## src/gim_regs.vh

```
// register offsets, field positions and reset values of the global io and port interrupt mask bank
`ifndef GIM_REGS_VH
`define GIM_REGS_VH
`define GIM_ADDR_W 16
`define GIM_OFS_PORT_IRQ_MASK 16'h001c
`define GIM_OFS_SERIAL_IO 16'h0100
`define GIM_OFS_OUT_CLK 16'h0103
`define GIM_OFS_INBAND 16'h0104
`define GIM_OFS_PORT_IRQ_STAT 16'h0018
`define GIM_NPORT 7
`define GIM_RST_PORT_IRQ_MASK 7'h00
`define GIM_SIO_RSV_LSB 3
`define GIM_SIO_RSV_MSB 7
`define GIM_RST_SIO_RSV 5'h08
`define GIM_SIO_PRE_SUP 2
`define GIM_SIO_AUTO_EDGE 1
`define GIM_SIO_MAN_EDGE 0
`define GIM_RST_SIO 8'h42
`define GIM_OCK_RW_LSB 2
`define GIM_OCK_RW_MSB 4
`define GIM_OCK_EN 1
`define GIM_OCK_FREQ 0
`define GIM_RST_OCK 5'h02
`define GIM_RST_OCK_RSV 3'h0
`define GIM_RST_OCK_EN 1'b1
`define GIM_RST_OCK_FREQ 1'b0
`define GIM_IBM_EN 31
`define GIM_IBM_MAC_CHK 30
`define GIM_IBM_RESET 29
`define GIM_IBM_QUE_MSB 23
`define GIM_IBM_QUE_LSB 22
`define GIM_IBM_PORT_MSB 18
`define GIM_IBM_PORT_LSB 16
`define GIM_IBM_ETYPE_MSB 15
`define GIM_IBM_ETYPE_LSB 0
`define GIM_RST_IBM_QUE 2'h1
`define GIM_RST_IBM_PORT 3'h6
`define GIM_RST_IBM_ETYPE 16'h40fe
`define GIM_RST_IBM_EN 1'b0
`define GIM_RST_IBM_MAC_CHK 1'b0
`define GIM_RST_IBM_RESET 1'b0
`define GIM_IBM_PORT_RSV 3'h7
`endif

```

## src/gim_regbank.v

```verilog
// global io control and port interrupt mask register bank
// How it works
// - mask bits 6..0 block ports one to seven when one; reset zero
// - port status bits 6..0 read only, one while that port requests
// - preamble suppression bit lets miim answer commands lacking a preamble
// - auto edge set: rising edge at fast clock, falling below, manual ignored
// - auto edge clear: manual bit zero falling, one rising; reset zero
// - reference clock output enable resets one; freq bit 25 or 125 MHz
// - inband_mgmt enable read-write, reset value from port seven strap pin
// - mac check bit makes frames with foreign destination address discarded
// - writing one to bit 29 resets inband_mgmt machine then self-clears
// - bits 23:22 pick response priority queue, reset 01
// - bits 18:16 pick inband_mgmt port, 111 reserved, reset 110
// - bits 15:0 hold header ethertype, reset 40fe, rewritable
`timescale 1ns/100ps
`include "gim_regs.vh"
module gim_regbank (
  clk,
  rst_b,
  reg_addr,
  reg_wr,
  reg_rd,
  reg_wdata,
  reg_rdata,
  reg_rvalid,
  port_irq_stat,
  port7_rx_strap_pin,
  spi_clk_fast,
  irq_out,
  miim_pre_sup,
  spi_out_rise,
  ref_clock_out_en,
  ref_clock_out_125,
  inband_mgmt_en,
  inband_mgmt_mac_chk,
  inband_mgmt_reset,
  inband_mgmt_queue,
  inband_mgmt_port,
  inband_mgmt_port_ok,
  inband_mgmt_etype
);
  input wire clk;
  input wire rst_b;
  input wire [`GIM_ADDR_W-1:0] reg_addr;
  input wire reg_wr;
  input wire reg_rd;
  input wire [31:0] reg_wdata;
  output reg [31:0] reg_rdata;
  output reg reg_rvalid;
  input wire [`GIM_NPORT-1:0] port_irq_stat;
  input wire port7_rx_strap_pin;
  input wire spi_clk_fast;
  output reg irq_out;
  output reg miim_pre_sup;
  output reg spi_out_rise;
  output reg ref_clock_out_en;
  output reg ref_clock_out_125;
  output reg inband_mgmt_en;
  output reg inband_mgmt_mac_chk;
  output reg inband_mgmt_reset;
  output reg [1:0] inband_mgmt_queue;
  output reg [2:0] inband_mgmt_port;
  output reg inband_mgmt_port_ok;
  output reg [15:0] inband_mgmt_etype;

  // ****************************************
  // storage
  // ****************************************
  reg [`GIM_NPORT-1:0] mask_q;
  reg [`GIM_NPORT-1:0] mask_d;
  reg [7:0] sio_q;
  reg [7:0] sio_d;
  reg [2:0] ock_rsv_q;
  reg [2:0] ock_rsv_d;
  reg ock_en_q;
  reg ock_en_d;
  reg ock_freq_q;
  reg ock_freq_d;
  reg ibm_en_q;
  reg ibm_en_d;
  reg ibm_chk_q;
  reg ibm_chk_d;
  reg [1:0] ibm_que_q;
  reg [1:0] ibm_que_d;
  reg [2:0] ibm_port_q;
  reg [2:0] ibm_port_d;
  reg [15:0] ibm_etype_q;
  reg [15:0] ibm_etype_d;
  reg strap_taken_q;
  reg strap_taken_d;
  reg [31:0] rd_d;
  wire strap_val;
  wire strap_done;
  wire wr_mask;
  wire wr_sio;
  wire wr_ock;
  wire wr_ibm;
  wire stat_hit;

  // ****************************************
  // strap capture
  // ****************************************
  gim_strap u_strap (
    .clk(clk),
    .rst_b(rst_b),
    .strap_in(port7_rx_strap_pin),
    .strap_val(strap_val),
    .strap_done(strap_done)
  );

  // ****************************************
  // address decode
  // ****************************************
  function hit;
    input [`GIM_ADDR_W-1:0] a;
    input [`GIM_ADDR_W-1:0] ofs;
    begin
      hit = (a == ofs);
    end
  endfunction

  assign wr_mask = reg_wr && hit(reg_addr, `GIM_OFS_PORT_IRQ_MASK);
  assign wr_sio = reg_wr && hit(reg_addr, `GIM_OFS_SERIAL_IO);
  assign wr_ock = reg_wr && hit(reg_addr, `GIM_OFS_OUT_CLK);
  assign wr_ibm = reg_wr && hit(reg_addr, `GIM_OFS_INBAND);
  assign stat_hit = hit(reg_addr, `GIM_OFS_PORT_IRQ_STAT);

  // ****************************************
  // port interrupt mask
  // ****************************************
  always @* begin
    mask_d = mask_q;
    if (wr_mask) begin
      mask_d = reg_wdata[`GIM_NPORT-1:0];
    end
  end

  always @(posedge clk or negedge rst_b) begin
    if (!rst_b) begin
      mask_q <= `GIM_RST_PORT_IRQ_MASK;
    end else begin
      mask_q <= mask_d;
    end
  end

  // ****************************************
  // serial io control
  // ****************************************
  // reserved bits 7:3 are stored and read back as written
  always @* begin
    sio_d = sio_q;
    if (wr_sio) begin
      sio_d = reg_wdata[`GIM_SIO_RSV_MSB:`GIM_SIO_MAN_EDGE];
    end
  end

  always @(posedge clk or negedge rst_b) begin
    if (!rst_b) begin
      sio_q <= `GIM_RST_SIO;
    end else begin
      sio_q <= sio_d;
    end
  end

  // ****************************************
  // output clock control
  // ****************************************
  always @* begin
    ock_rsv_d = ock_rsv_q;
    ock_en_d = ock_en_q;
    ock_freq_d = ock_freq_q;
    if (wr_ock) begin
      ock_rsv_d = reg_wdata[`GIM_OCK_RW_MSB:`GIM_OCK_RW_LSB];
      ock_en_d = reg_wdata[`GIM_OCK_EN];
      ock_freq_d = reg_wdata[`GIM_OCK_FREQ];
    end
  end

  always @(posedge clk or negedge rst_b) begin
    if (!rst_b) begin
      ock_rsv_q <= `GIM_RST_OCK_RSV;
      ock_en_q <= `GIM_RST_OCK_EN;
      ock_freq_q <= `GIM_RST_OCK_FREQ;
    end else begin
      ock_rsv_q <= ock_rsv_d;
      ock_en_q <= ock_en_d;
      ock_freq_q <= ock_freq_d;
    end
  end

  // ****************************************
  // inband_mgmt control
  // ****************************************
  // strap level is loaded once; a register write in that same cycle wins
  always @* begin
    strap_taken_d = strap_taken_q;
    ibm_en_d = ibm_en_q;
    ibm_chk_d = ibm_chk_q;
    ibm_que_d = ibm_que_q;
    ibm_port_d = ibm_port_q;
    ibm_etype_d = ibm_etype_q;
    if (strap_done && !strap_taken_q) begin
      strap_taken_d = 1'b1;
      ibm_en_d = strap_val;
    end
    if (wr_ibm) begin
      ibm_en_d = reg_wdata[`GIM_IBM_EN];
      ibm_chk_d = reg_wdata[`GIM_IBM_MAC_CHK];
      ibm_que_d = reg_wdata[`GIM_IBM_QUE_MSB:`GIM_IBM_QUE_LSB];
      ibm_port_d = reg_wdata[`GIM_IBM_PORT_MSB:`GIM_IBM_PORT_LSB];
      ibm_etype_d = reg_wdata[`GIM_IBM_ETYPE_MSB:`GIM_IBM_ETYPE_LSB];
    end
  end

  always @(posedge clk or negedge rst_b) begin
    if (!rst_b) begin
      strap_taken_q <= 1'b0;
      ibm_en_q <= `GIM_RST_IBM_EN;
      ibm_chk_q <= `GIM_RST_IBM_MAC_CHK;
      ibm_que_q <= `GIM_RST_IBM_QUE;
      ibm_port_q <= `GIM_RST_IBM_PORT;
      ibm_etype_q <= `GIM_RST_IBM_ETYPE;
    end else begin
      strap_taken_q <= strap_taken_d;
      ibm_en_q <= ibm_en_d;
      ibm_chk_q <= ibm_chk_d;
      ibm_que_q <= ibm_que_d;
      ibm_port_q <= ibm_port_d;
      ibm_etype_q <= ibm_etype_d;
    end
  end

  // ****************************************
  // read back
  // ****************************************
  always @* begin
    rd_d = 32'h0;
    if (stat_hit) begin
      rd_d[`GIM_NPORT-1:0] = port_irq_stat;
    end else if (hit(reg_addr, `GIM_OFS_PORT_IRQ_MASK)) begin
      rd_d[`GIM_NPORT-1:0] = mask_q;
    end else if (hit(reg_addr, `GIM_OFS_SERIAL_IO)) begin
      rd_d[`GIM_SIO_RSV_MSB:`GIM_SIO_MAN_EDGE] = sio_q;
    end else if (hit(reg_addr, `GIM_OFS_OUT_CLK)) begin
      rd_d[`GIM_OCK_RW_MSB:`GIM_OCK_FREQ] = {ock_rsv_q, ock_en_q, ock_freq_q};
    end else if (hit(reg_addr, `GIM_OFS_INBAND)) begin
      rd_d[`GIM_IBM_EN] = ibm_en_q;
      rd_d[`GIM_IBM_MAC_CHK] = ibm_chk_q;
      rd_d[`GIM_IBM_RESET] = inband_mgmt_reset;
      rd_d[`GIM_IBM_QUE_MSB:`GIM_IBM_QUE_LSB] = ibm_que_q;
      rd_d[`GIM_IBM_PORT_MSB:`GIM_IBM_PORT_LSB] = ibm_port_q;
      rd_d[`GIM_IBM_ETYPE_MSB:`GIM_IBM_ETYPE_LSB] = ibm_etype_q;
    end
  end

  always @(posedge clk or negedge rst_b) begin
    if (!rst_b) begin
      reg_rdata <= 32'h0;
      reg_rvalid <= 1'b0;
    end else begin
      reg_rvalid <= reg_rd;
      if (reg_rd) begin
        reg_rdata <= rd_d;
      end
    end
  end

  // ****************************************
  // combined port interrupt
  // ****************************************
  // a port passes only while its mask bit is zero
  always @(posedge clk or negedge rst_b) begin
    if (!rst_b) begin
      irq_out <= 1'b0;
    end else begin
      irq_out <= |(port_irq_stat & ~mask_q);
    end
  end

  // ****************************************
  // serial io outputs
  // ****************************************
  // with automatic selection the manual bit is ignored
  always @(posedge clk or negedge rst_b) begin
    if (!rst_b) begin
      miim_pre_sup <= 1'b0;
      spi_out_rise <= 1'b0;
    end else begin
      miim_pre_sup <= sio_q[`GIM_SIO_PRE_SUP];
      spi_out_rise <= sio_q[`GIM_SIO_AUTO_EDGE] ? spi_clk_fast : sio_q[`GIM_SIO_MAN_EDGE];
    end
  end

  // ****************************************
  // reference clock outputs
  // ****************************************
  always @(posedge clk or negedge rst_b) begin
    if (!rst_b) begin
      ref_clock_out_en <= `GIM_RST_OCK_EN;
      ref_clock_out_125 <= `GIM_RST_OCK_FREQ;
    end else begin
      ref_clock_out_en <= ock_en_q;
      ref_clock_out_125 <= ock_freq_q;
    end
  end

  // ****************************************
  // inband_mgmt outputs
  // ****************************************
  // reinit is a one-cycle pulse; code 111 names no port and is flagged
  always @(posedge clk or negedge rst_b) begin
    if (!rst_b) begin
      inband_mgmt_en <= `GIM_RST_IBM_EN;
      inband_mgmt_mac_chk <= `GIM_RST_IBM_MAC_CHK;
      inband_mgmt_reset <= `GIM_RST_IBM_RESET;
      inband_mgmt_queue <= `GIM_RST_IBM_QUE;
      inband_mgmt_port <= `GIM_RST_IBM_PORT;
      inband_mgmt_port_ok <= 1'b1;
      inband_mgmt_etype <= `GIM_RST_IBM_ETYPE;
    end else begin
      inband_mgmt_en <= ibm_en_q;
      inband_mgmt_mac_chk <= ibm_chk_q;
      inband_mgmt_reset <= wr_ibm && reg_wdata[`GIM_IBM_RESET];
      inband_mgmt_queue <= ibm_que_q;
      inband_mgmt_port <= ibm_port_q;
      inband_mgmt_port_ok <= (ibm_port_q != `GIM_IBM_PORT_RSV);
      inband_mgmt_etype <= ibm_etype_q;
    end
  end
endmodule

```

## src/gim_strap.v

```verilog
// strap capture: samples the port seven strap pin once after reset release
`timescale 1ns/100ps
module gim_strap (
  clk,
  rst_b,
  strap_in,
  strap_val,
  strap_done
);
  input wire clk;
  input wire rst_b;
  input wire strap_in;
  output reg strap_val;
  output reg strap_done;

  // first clock after release takes the pin level and then holds it
  always @(posedge clk or negedge rst_b) begin
    if (!rst_b) begin
      strap_val <= 1'b0;
      strap_done <= 1'b0;
    end else if (!strap_done) begin
      strap_val <= strap_in;
      strap_done <= 1'b1;
    end
  end
endmodule

```

## config.mk

```make
export PLATFORM = sky130hd
export DESIGN_NAME = gim_regbank
export DESIGN_NICKNAME = d
export VERILOG_FILES = /design/src/gim_regbank.v /design/src/gim_strap.v
export VERILOG_INCLUDE_DIRS = /design/src
export SDC_FILE = /design/constraint.sdc
export NUM_CORES = 1
export LEC_CHECK = 0
export ABC_AREA = 1
export BUFFER_PORTS_ARGS = -buffer_cell sky130_fd_sc_hd__buf_2
export CAP_MARGIN = 20
export CORE_ASPECT_RATIO = 1.4
export CORE_MARGIN = 8
export CORE_UTILIZATION = 50
export CTS_CLUSTER_DIAMETER = 120
export DETAILED_ROUTE_END_ITERATION = 16
export GPL_ROUTABILITY_DRIVEN = 0
export PLACE_DENSITY = 0.82
export SYNTH_ARGS = -nofsm -noshare
export SYNTH_HDL_FRONTEND = slang
export SYNTH_SLANG_ARGS = --single-unit
export TNS_END_PERCENT = 5
```

## constraint.sdc

```tcl
create_clock -name clk -period 1.1 [get_ports clk]
set_input_delay 0.22 -clock clk [delete_from_list [all_inputs] [get_ports clk]]
set_output_delay 0.22 -clock clk [all_outputs]
set_load 0.01 [all_outputs]
```

==> metrics.yaml, run 1 <==
outcome:
  status: "finished, violations left"
  violations: "negative setup slack"
logic_synthesis:
  synth_area_per_cell_um2: 9.52
  synthDistinctLibCells: 32
  synth_area_leaders: "dfrtp_1, dfstp_2, nand2_1"
  yosysWarnings: 0
  yosysSeqAreaShare: 0.610
  post-synth-top-area-fraction: 0.441
  synth_top_cell_by_area: "dfrtp_1"
  netlist_area_um2: 4200
  synth-seq-cells: 101
  synthCells: 441
timing:
  fmax_ghz: 0.832
  post-route-min-period_ns: 1.20
  fin_setup_tns_ns: -1.08
  fin_skew_ns: 0.00740
  grt_setup_unrepaired: "yes"
  fin_hold_ws_ns: 0.0561
  slew_violations: 0
  setup_viol: 18
  fin_crit_sh: 1.09
  hold_violations: 0
  setup_ws_ns: -0.102
clocking:
  clock-sinks: 101
  post_cts_buffers: 0
  cts_buffers: 9
  cts.path.max_buffers: 2
  clk_pin_slew_worst_paths_ns: 0.07
  tritoncts: "done"
  root_buffer: "clkbuf_16"
  clkLatencyLatePin_ns: 0.34
  cts_htree_levels: 3
global_routing:
  grt_antenna_before_repair: 0
  grt.total_usage: 0.188
  grt_overflow: 0
  grt_pass1_vias: 3651
  grt_pass1_wl_um: 17300
  grt_max_degree: 68
power:
  combPwrFrac: 0.059
  ir_drop_uv: 867
  sequentialPowerShare: 0.519
  power_leakage_nw: 2.86
  pwr_density_cell_nw_per_um2: 1300
  power.total_w: 0.00721
  p_sw_frac: 0.240
  intPower_w: 0.00548
  switching_power_w: 0.00173
  p_clk_frac: 0.422
detailed_routing:
  first_pass_iters: 6
  top_layer: "met4"
  wl_met3_um: 590
  drc_errors: 0
  drt-initial-drc-count: 155
  vias: 3521
  totalWireLength_um: 10800
  final_antenna_net_count: 0
  met1Wirelength_um: 3960
  route.met2.wl_um: 5840
  drt-vias-per-instance: 5.15
  wire_per_inst_um: 15.7
worst_setup_path:
  cp_slowest_cell: "dfstp_2"
  cp.required_ns: 0.88
  setup.worst_path.class: "reg2out"
  endpoint_kind: "primary output"
  critPathLaunchType: "register"
  critPathBufInv: 1
  critical_path.top_delay_family: "flip-flops"
  crit_path_max_fanout: 1
  worstPathArrival_ns: 0.98
  path_cells: "buf_6"
  slowest_delay_ns: 0.54
final_layout:
  final_cell_mix: "nand2_1, buf_2, dfrtp_1, inv_1, o21ai_1"
  fin_util: 0.680
  antenna_cells: 0
  area_delta_synth_final_pct: 32.0
  layout.nets: 638
  layout_commonest_cell: "nand2_1"
  drive_gt1_frac: 0.387
placed_design:
  portBuffers: 107
  place_ws_ns: -0.381
  dp.final_hpwl_um: 7930
die:
  fp-row-count: 39
  start_util: 0.515
  dieHeight_um: 124
  fp.dieW_um: 93.5
  pin_count: 124
  coreArea_um2: 8150
  design.die.area_um2: 11600
worst_hold_path:
  hold_path_class: "in2reg"
job:
  maxCapViolations: 0
## synthesized netlist by cell type
library cell and number:
a211oi_1 1, a21oi_1 2, and3_1 1, buf_1 1, buf_2 3, buf_4 9, buf_6 4, clkbuf_1 2
clkinv_1 1, conb_1 2, dfrtp_1 74, dfstp_2 27, inv_1 50, inv_2 2, mux2_2 1, nand2_1 114
nand2_2 5, nand3_1 29, nand3_2 1, nand3_4 1, nand4_1 8, nor2_1 30, nor2_2 5, nor2_4 2
nor2_8 2, o211ai_1 2, o21a_1 6, o21ai_0 21, o21ai_1 26, o21ai_2 7, o22ai_1 1, or2_2 1
## metrics by stage
step           instance area, um2  cells
4_1_cts                      5480    684
5_1_grt                      5540    684
3_3_place_gp                 5080    667
6_report                     5540    684
2_1_floorplan                4300    448
3_5_place_dp                 5080    667
## layout make-up
cell class | instances | area, um2
timing repair buffer | 137 | 907
clock buffer | 9 | 225
clock inverter | 7 | 66.3
tap | 102 | 128
sequential | 101 | 2560
inverter | 53 | 203
multi-input combinational | 275 | 1450
fill | 624 | 2610
## power groups by stage
stage                     sequential [W]  clock, W  combinational (W)
after detailed placement         0.00381         0           0.000412
after global routing             0.00374   0.00323           0.000477
final                            0.00374   0.00304           0.000426
after floorplan                  0.00382         0           0.000156
after CTS                        0.00374   0.00308           0.000420
after global placement           0.00381         0           0.000401
## worst paths after layout
kind                                       from                    to  slack, ns  cells past startpoint
setup / recovery           inband_mgmt_etype[4]  inband_mgmt_etype[4]      -0.10                      1
min in group asynchronous                 rst_b   inband_mgmt_mac_chk       0.21                      2
hold reg to reg                  ibm_etype_q[4]  inband_mgmt_etype[4]       0.37                      0
setup reg to reg                      mask_q[0]          reg_rdata[0]       0.07                      5
hold / removal                           reg_rd            reg_rvalid       0.06                      1
max in group asynchronous                 rst_b  inband_mgmt_etype[5]       0.27                      3
## kinds of logic (layout without fill, tap and decap cells)
logic type             after synthesis  after routing  share of synthesized area
AND/OR/NAND/NOR                    199            199                      0.215
flip-flops                         101            101                      0.610
buffers and inverters               72            206                     0.0804
AO/OA/AOI/OAI                       66             66                     0.0906
other                                2              9                    0.00179
multiplexers                         1              1                    0.00268
## registers in the layout (all words and copies together), names as in the netlist, 2 cells and up
| name | cells |
|---|---|
| reg_rdata | 24 |
| ibm_etype_q | 16 |
| inband_mgmt_etype | 16 |
| sio_q | 8 |
| mask_q | 7 |
| ibm_port_q | 3 |
| inband_mgmt_port | 3 |
| ock_rsv_q | 3 |
| ibm_que_q | 2 |
| inband_mgmt_queue | 2 |
## per-layer routing
metal	global-route usage	up-vias
met2	0.335	131
met5	0	-
met3	0.0320	40
met1	0.205	1691
li1	-	1659
met4	0.0990	0
## repair_timing
| action | in CTS | in global routing |
|---|---|---|
| hold buffers | 1 | 0 |
| endpoints found under the hold margin | 74 | 0 |
| setup endpoints to repair | 29 | 83 |
| resized for setup | 19 | 27 |
| pin swaps | 0 | 5 |
No activity file was read; power rests on OpenSTA's default activity.
==> inputs of run 2 (changes only) <==
--- a/config.mk
+++ b/config.mk
@@ -11,11 +11,12 @@
 export CAP_MARGIN = 20
 export CORE_ASPECT_RATIO = 1.4
 export CORE_MARGIN = 8
-export CORE_UTILIZATION = 50
+export CORE_UTILIZATION = 35
 export CTS_CLUSTER_DIAMETER = 120
 export DETAILED_ROUTE_END_ITERATION = 16
 export GPL_ROUTABILITY_DRIVEN = 0
-export PLACE_DENSITY = 0.82
+export PLACE_DENSITY = 0.62
+export SETUP_SLACK_MARGIN = 0.4
 export SYNTH_ARGS = -nofsm -noshare
 export SYNTH_HDL_FRONTEND = slang
 export SYNTH_SLANG_ARGS = --single-unit
==> metrics.yaml, run 2 (same netlist as run 1, synthesis figures left out) <==
clocking:
  clkLatencyLatePin_ns: 0.34  # about the same
  clk_pin_slew_worst_paths_ns: 0.07  # about the same
  cts_buffers: 9  # unchanged
  post_cts_buffers: 0  # unchanged
  root_buffer: "clkbuf_16"
  tritoncts: "done"
  clock-sinks: 101  # unchanged
  cts_htree_levels: 3  # unchanged
  cts.path.max_buffers: 2  # unchanged
placed_design:
  dp.final_hpwl_um: 8490  # +7.1%
  portBuffers: 107  # unchanged
  placed_cells: 718  # +7.6%
worst_setup_path:
  setup.worst_path.class: "reg2out"
  critPathLaunchType: "register"
  worstPathArrival_ns: 0.97  # about the same
  cp.required_ns: 0.88  # about the same
  rr_endpoint: "reg_rdata[0]"
  critical_path.top_delay_family: "flip-flops"
  path_depth: 1  # unchanged
  rr_startpoint: "mask_q[0]"
  reg2reg_depth: 5  # unchanged
  critPathBufInv: 1  # unchanged
  slowest_delay_ns: 0.54  # about the same
  path_cells: "buf_6"
  crit_path_max_fanout: 1  # unchanged
  endpoint_kind: "primary output"
  reg2reg_setup_slack_ns: 0.08  # about the same
  cp_slowest_cell: "dfstp_2"
power:
  ir_drop_uv: 616  # -29%
  pwr_density_cell_nw_per_um2: 1230  # -5.7%
  power_leakage_nw: 3.08  # +7.9%
die:
  design.die.area_um2: 15800  # +36%
  pin_count: 124  # unchanged
  start_util: 0.357  # -0.158
  fp.dieW_um: 109  # +16%
  fp-row-count: 47  # +21%
  dieHeight_um: 146  # +17%
  coreArea_um2: 11800  # +44%
final_layout:
  largest_reg_flops: 24  # unchanged
  fin_cells: 734  # +7.3%
  largestRegisters: "reg_rdata x24, ibm_etype_q x16, inband_mgmt_etype x16"
  layout.nets: 643  # +0.78%
  fin_util: 0.527  # -0.153
  top_register: "reg_rdata"
  area_delta_synth_final_pct: 47.7
  seq_area_um2: 2560  # unchanged
  antenna_cells: 0  # unchanged
  n_fill_cell: 1072  # +72%
  final_cell_mix: "dfrtp_1, nand2_1, buf_2, buf_6, inv_1"
  layout_commonest_cell: "dfrtp_1"
  drive_gt1_frac: 0.520  # +0.133
  multi_input_area_um2: 1750  # +20%
global_routing:
  grt.total_usage: 0.145  # -0.0438
  grt_antenna_before_repair: 0  # unchanged
  grt_overflow: 0  # unchanged
  grt_pass1_wl_um: 18100  # +4.3%
  grt_max_degree: 27  # -60%
  grt_pass1_vias: 3608  # -1.2%
outcome:
  violations: "negative hold slack, negative setup slack"
  status: "finished, violations left"
timing:
  setup_ws_ns: -0.0880  # +0.0140 ns
  grt_setup_unrepaired: "yes"
  slew_violations: 0  # unchanged
  fin_skew_ns: 0.00560  # -0.00180 ns
  fmax_ghz: 0.842  # +1.2%
  fin_hold_ws_ns: -0.236  # -0.292 ns
  setup_viol: 20  # +2
  fin_crit_sh: 1.08  # -0.0128
  post-route-min-period_ns: 1.19  # -0.0140 ns
  hold_violations: 8  # +8
detailed_routing:
  drt-vias-per-instance: 4.67  # -9.4%
  final_antenna_net_count: 0  # unchanged
  totalWireLength_um: 11000  # +2.6%
  first_pass_iters: 4  # -2
  drc_errors: 0  # unchanged
  vias: 3425  # -2.7%
  drt-initial-drc-count: 128  # -17%
  wire_per_inst_um: 15.0  # -4.4%
worst_hold_path:
  hold_path_class: "in2async"
job:
  maxCapViolations: 0  # unchanged
## run 2: area by class of cell
class,instances,share of cell area
Clock buffer,10,0.0369
Clock inverter,6,0.0139
Inverter,53,0.0333
Multi-Input combinational cell,275,0.282
Sequential cell,101,0.413
Tap cell,147,0.0297
Timing Repair Buffer,142,0.191
## run 2: power breakdown
part	switching, W	total [W]	internal, W
clock network	0.00133	0.00333	0.00199
registers	0.00000972	0.00375	0.00374
logic	0.000312	0.000532	0.000219
total	0.00166	0.00761	0.00595
## run 2: layer usage
layer | track usage | wire length [um]
met5 | 0 | 0
met4 | 0.0543 | 196
met3 | 0.0332 | 704
met2 | 0.245 | 5600
met1 | 0.172 | 4530
## run 2: worst max-delay path by stage
stage,start,endpoint,slack [ns]
after floorplan,reg_addr[7],sio_q[7],-0.13
after global placement,reg_addr[11],mask_q[0],-0.33
after detailed placement,reg_addr[7],ock_freq_q,-0.38
after CTS,inband_mgmt_etype[2],inband_mgmt_etype[2],-0.11
after global routing,inband_mgmt_port[1],inband_mgmt_port[1],-0.12
final,inband_mgmt_etype[2],inband_mgmt_etype[2],-0.09
## run 2: repair_timing
action                     4_1_cts  5_1_grt
resized for setup              152       26
setup endpoints to repair      125      126
hold endpoints to repair         8        8
pin swaps                      101       40
## run 2: metrics by stage
step	area (um2)	hold slack, ns	total power [W]	worst slack [ns]	setup TNS, ns
floorplan	4310	-0.0756	0.00398	-0.132	-5.27
global placement	5240	0.115	0.00426	-0.328	-17.39
detailed placement	5240	0.119	0.00427	-0.378	-19.71
CTS	6070	-0.242	0.00769	-0.110	-1.32
global route	6200	-0.236	0.00791	-0.124	-2.68
finish	6200	-0.236	0.00761	-0.0880	-1.09
==> inputs of run 3 (changes only) <==
--- a/config.mk
+++ b/config.mk
@@ -11,11 +11,11 @@
 export CAP_MARGIN = 20
 export CORE_ASPECT_RATIO = 1.4
 export CORE_MARGIN = 8
-export CORE_UTILIZATION = 35
+export CORE_UTILIZATION = 51
 export CTS_CLUSTER_DIAMETER = 120
 export DETAILED_ROUTE_END_ITERATION = 16
 export GPL_ROUTABILITY_DRIVEN = 0
-export PLACE_DENSITY = 0.62
+export PLACE_DENSITY = 0.83
 export SETUP_SLACK_MARGIN = 0.4
 export SYNTH_ARGS = -nofsm -noshare
 export SYNTH_HDL_FRONTEND = slang
==> constraint.sdc (replaced) <==
create_clock -name clk -period 1.13 [get_ports clk]
set_input_delay 0.226 -clock clk [delete_from_list [all_inputs] [get_ports clk]]
set_output_delay 0.226 -clock clk [all_outputs]
set_load 0.01 [all_outputs]
==> metrics.yaml, run 3 (same netlist as run 1, synthesis figures left out) <==
placed_design:
  placed_cells: 664  # -7.5%
  portBuffers: 107  # unchanged
  dp.final_hpwl_um: 7990  # -5.9%
  placed_area_um2: 5080  # -3.1%
worst_setup_path:
  setup.worst_path.class: "in2reg"
  slowest_delay_ns: 0.22  # -0.32 ns
  critPathLaunchType: "input pin"
  cp.required_ns: 1.40  # +0.52 ns
  endpoint_kind: "register"
  crit_path_max_fanout: 8  # +7
  path_cells: "buf_6 -> nor2_4 -> nand2_4 -> inv_2 -> nand2_4 -> nor2_8 -> inv_4 -> nor2_8 -> buf_12 -> buf_16 -> nand2_1 -> o21ai_1"
  worstPathArrival_ns: 1.51  # +0.54 ns
  cp_slowest_cell: "nor2_8"
  reg2reg_depth: 6  # +1
detailed_routing:
  totalWireLength_um: 12800  # +16%
  drt-initial-drc-count: 289  # +130%
  first_pass_iters: 6  # +2
  vias: 3756  # +9.7%
  wire_per_inst_um: 18.7  # +24%
  final_antenna_net_count: 0  # unchanged
  drt-vias-per-instance: 5.47  # +17%
  drc_errors: 0  # unchanged
final_layout:
  largest_reg_flops: 24  # unchanged
  antenna_cells: 0  # unchanged
  area_delta_synth_final_pct: 43.0
  layout.nets: 641  # -0.31%
  drive_gt1_frac: 0.482  # -0.0375
  top_register: "reg_rdata"
  fin_cells: 687  # -6.4%
  n_fill_cell: 506  # -53%
  layout_commonest_cell: "nand2_1"
  final_cell_mix: "nand2_1, dfrtp_1, buf_2, inv_1, buf_6"
  fin_area_um2: 6000  # -3.2%
  largestRegisters: "reg_rdata x24, ibm_etype_q x16, inband_mgmt_etype x16"
clocking:
  clk_pin_slew_worst_paths_ns: 0.08  # about the same
  cts_htree_levels: 3  # unchanged
  tritoncts: "done"
  clkLatencyLatePin_ns: 0.34  # about the same
  cts_buffers: 9  # unchanged
  clock-sinks: 101  # unchanged
  root_buffer: "clkbuf_16"
  cts.path.max_buffers: 2  # unchanged
die:
  coreArea_um2: 8100  # -31%
  fp-row-count: 39  # -17%
  dieHeight_um: 123  # -15%
  fp.dieW_um: 92.7  # -15%
  design.die.area_um2: 11400  # -28%
  pin_count: 124  # unchanged
  start_util: 0.518  # +0.161
global_routing:
  grt_overflow: 0  # unchanged
  grt_max_degree: 69  # +160%
  grt_pass1_wl_um: 19300  # +6.9%
  grt.total_usage: 0.214  # +0.0691
  grt_pass1_vias: 3932  # +9.0%
  grt_antenna_before_repair: 0  # unchanged
power:
  power_leakage_nw: 3.03  # -1.6%
  pwr_density_cell_nw_per_um2: 1180  # -3.4%
  ir_drop_uv: 1120  # +82%
worst_hold_path:
  hold_path_class: "in2async"
timing:
  setup_viol: 35  # +75%
  hold_violations: 74  # +66
  post-route-min-period_ns: 1.24
  grt_setup_unrepaired: "yes"
  fin_hold_ws_ns: -0.112  # +0.124 ns
  setup_ws_ns: -0.106  # -0.0180 ns
  fin_skew_ns: 0.00929  # +0.00369 ns
  fin_crit_sh: 1.09
  slew_violations: 0  # unchanged
  fmax_ghz: 0.809
outcome:
  status: "finished, violations left"
  violations: "negative hold slack, negative setup slack"
job:
  maxCapViolations: 0  # unchanged
-- run 3: changes by cell type in the layout (fill, tap and decap cells not counted), moves of 3 or more --
cell	delta
nor2_2	+3
buf_2	+5
nor2_4	-4
nand2_2	-18
buf_6	-5
o21ai_0	+6
nand2_1	+19
o21ai_1	-6
-- run 3: cell type report --
class | instances | area, um2 | share of cell area
flip-flops and latches | 101 | 2560 | 0.427
multi-input cells | 275 | 1660 | 0.276
repair buffers | 140 | 1160 | 0.193
clock buffers | 9 | 225 | 0.0375
inverters | 53 | 206 | 0.0344
well taps | 102 | 128 | 0.0213
clock inverters | 7 | 67.6 | 0.0113
-- run 3: path summary, 6_finish.rpt --
check,startpoint,endpoint,slack [ns]
hold reg to reg,ibm_que_q[0],inband_mgmt_queue[0],0.37
max in group asynchronous,rst_b,inband_mgmt_etype[5],0.86
hold / removal,rst_b,reg_rdata[5],-0.11
setup reg to reg,ibm_etype_q[4],reg_rdata[4],-0.06
min in group clk,port7_rx_strap_pin,u_strap.strap_val,0.08
setup / recovery,reg_addr[7],ibm_etype_q[11],-0.11
-- run 3: what timing repair did --
action | 4_1_cts | 5_1_grt
buffers inserted | 3 | 1
hold endpoints to repair | 74 | 74
resized for setup | 92 | 46
pin swaps | 43 | 22
cloned | 2 | 1
setup endpoints to repair | 125 | 125
-- run 3: layer usage --
metal  global-route usage  up-vias  wire length [um]
li1                     -     1662                 -
met1                0.227     1833              4400
met2                0.390      214              6990
met3               0.0516       47               926
met4                0.101        0               490
met5                    0        -                 0
-- run 3: power by group --
| part | switching (W) | internal, W | leakage (nW) | total, W |
|---|---|---|---|---|
| logic | 0.000293 | 0.000179 | 1.70 | 0.000472 |
| registers | 0.00000896 | 0.00364 | 1.18 | 0.00364 |
| clock network | 0.00145 | 0.00155 | 0.145 | 0.00300 |
-- run 3: critical path: cells and delay by family --
kind                   cells  cell delay, ns
AOI/OAI and AO/OA          1            0.08
buffers and inverters      5            0.50
and+or+nand+nor            6            0.69
-- run 3: metrics by stage --
step	total power, W	util	setup slack (ns)	hold WS, ns	setup TNS [ns]
3_5_place_dp	0.00411	0.627	-0.379	0.262	-18.40
3_3_place_gp	0.00410	0.627	-0.310	0.253	-15.29
2_1_floorplan	0.00387	-	-0.108	-0.0696	-3.81
6_report	0.00711	0.741	-0.106	-0.112	-1.63
4_1_cts	0.00709	0.719	-0.0842	-0.104	-0.939
5_1_grt	0.00734	0.741	-0.123	-0.0842	-3.15
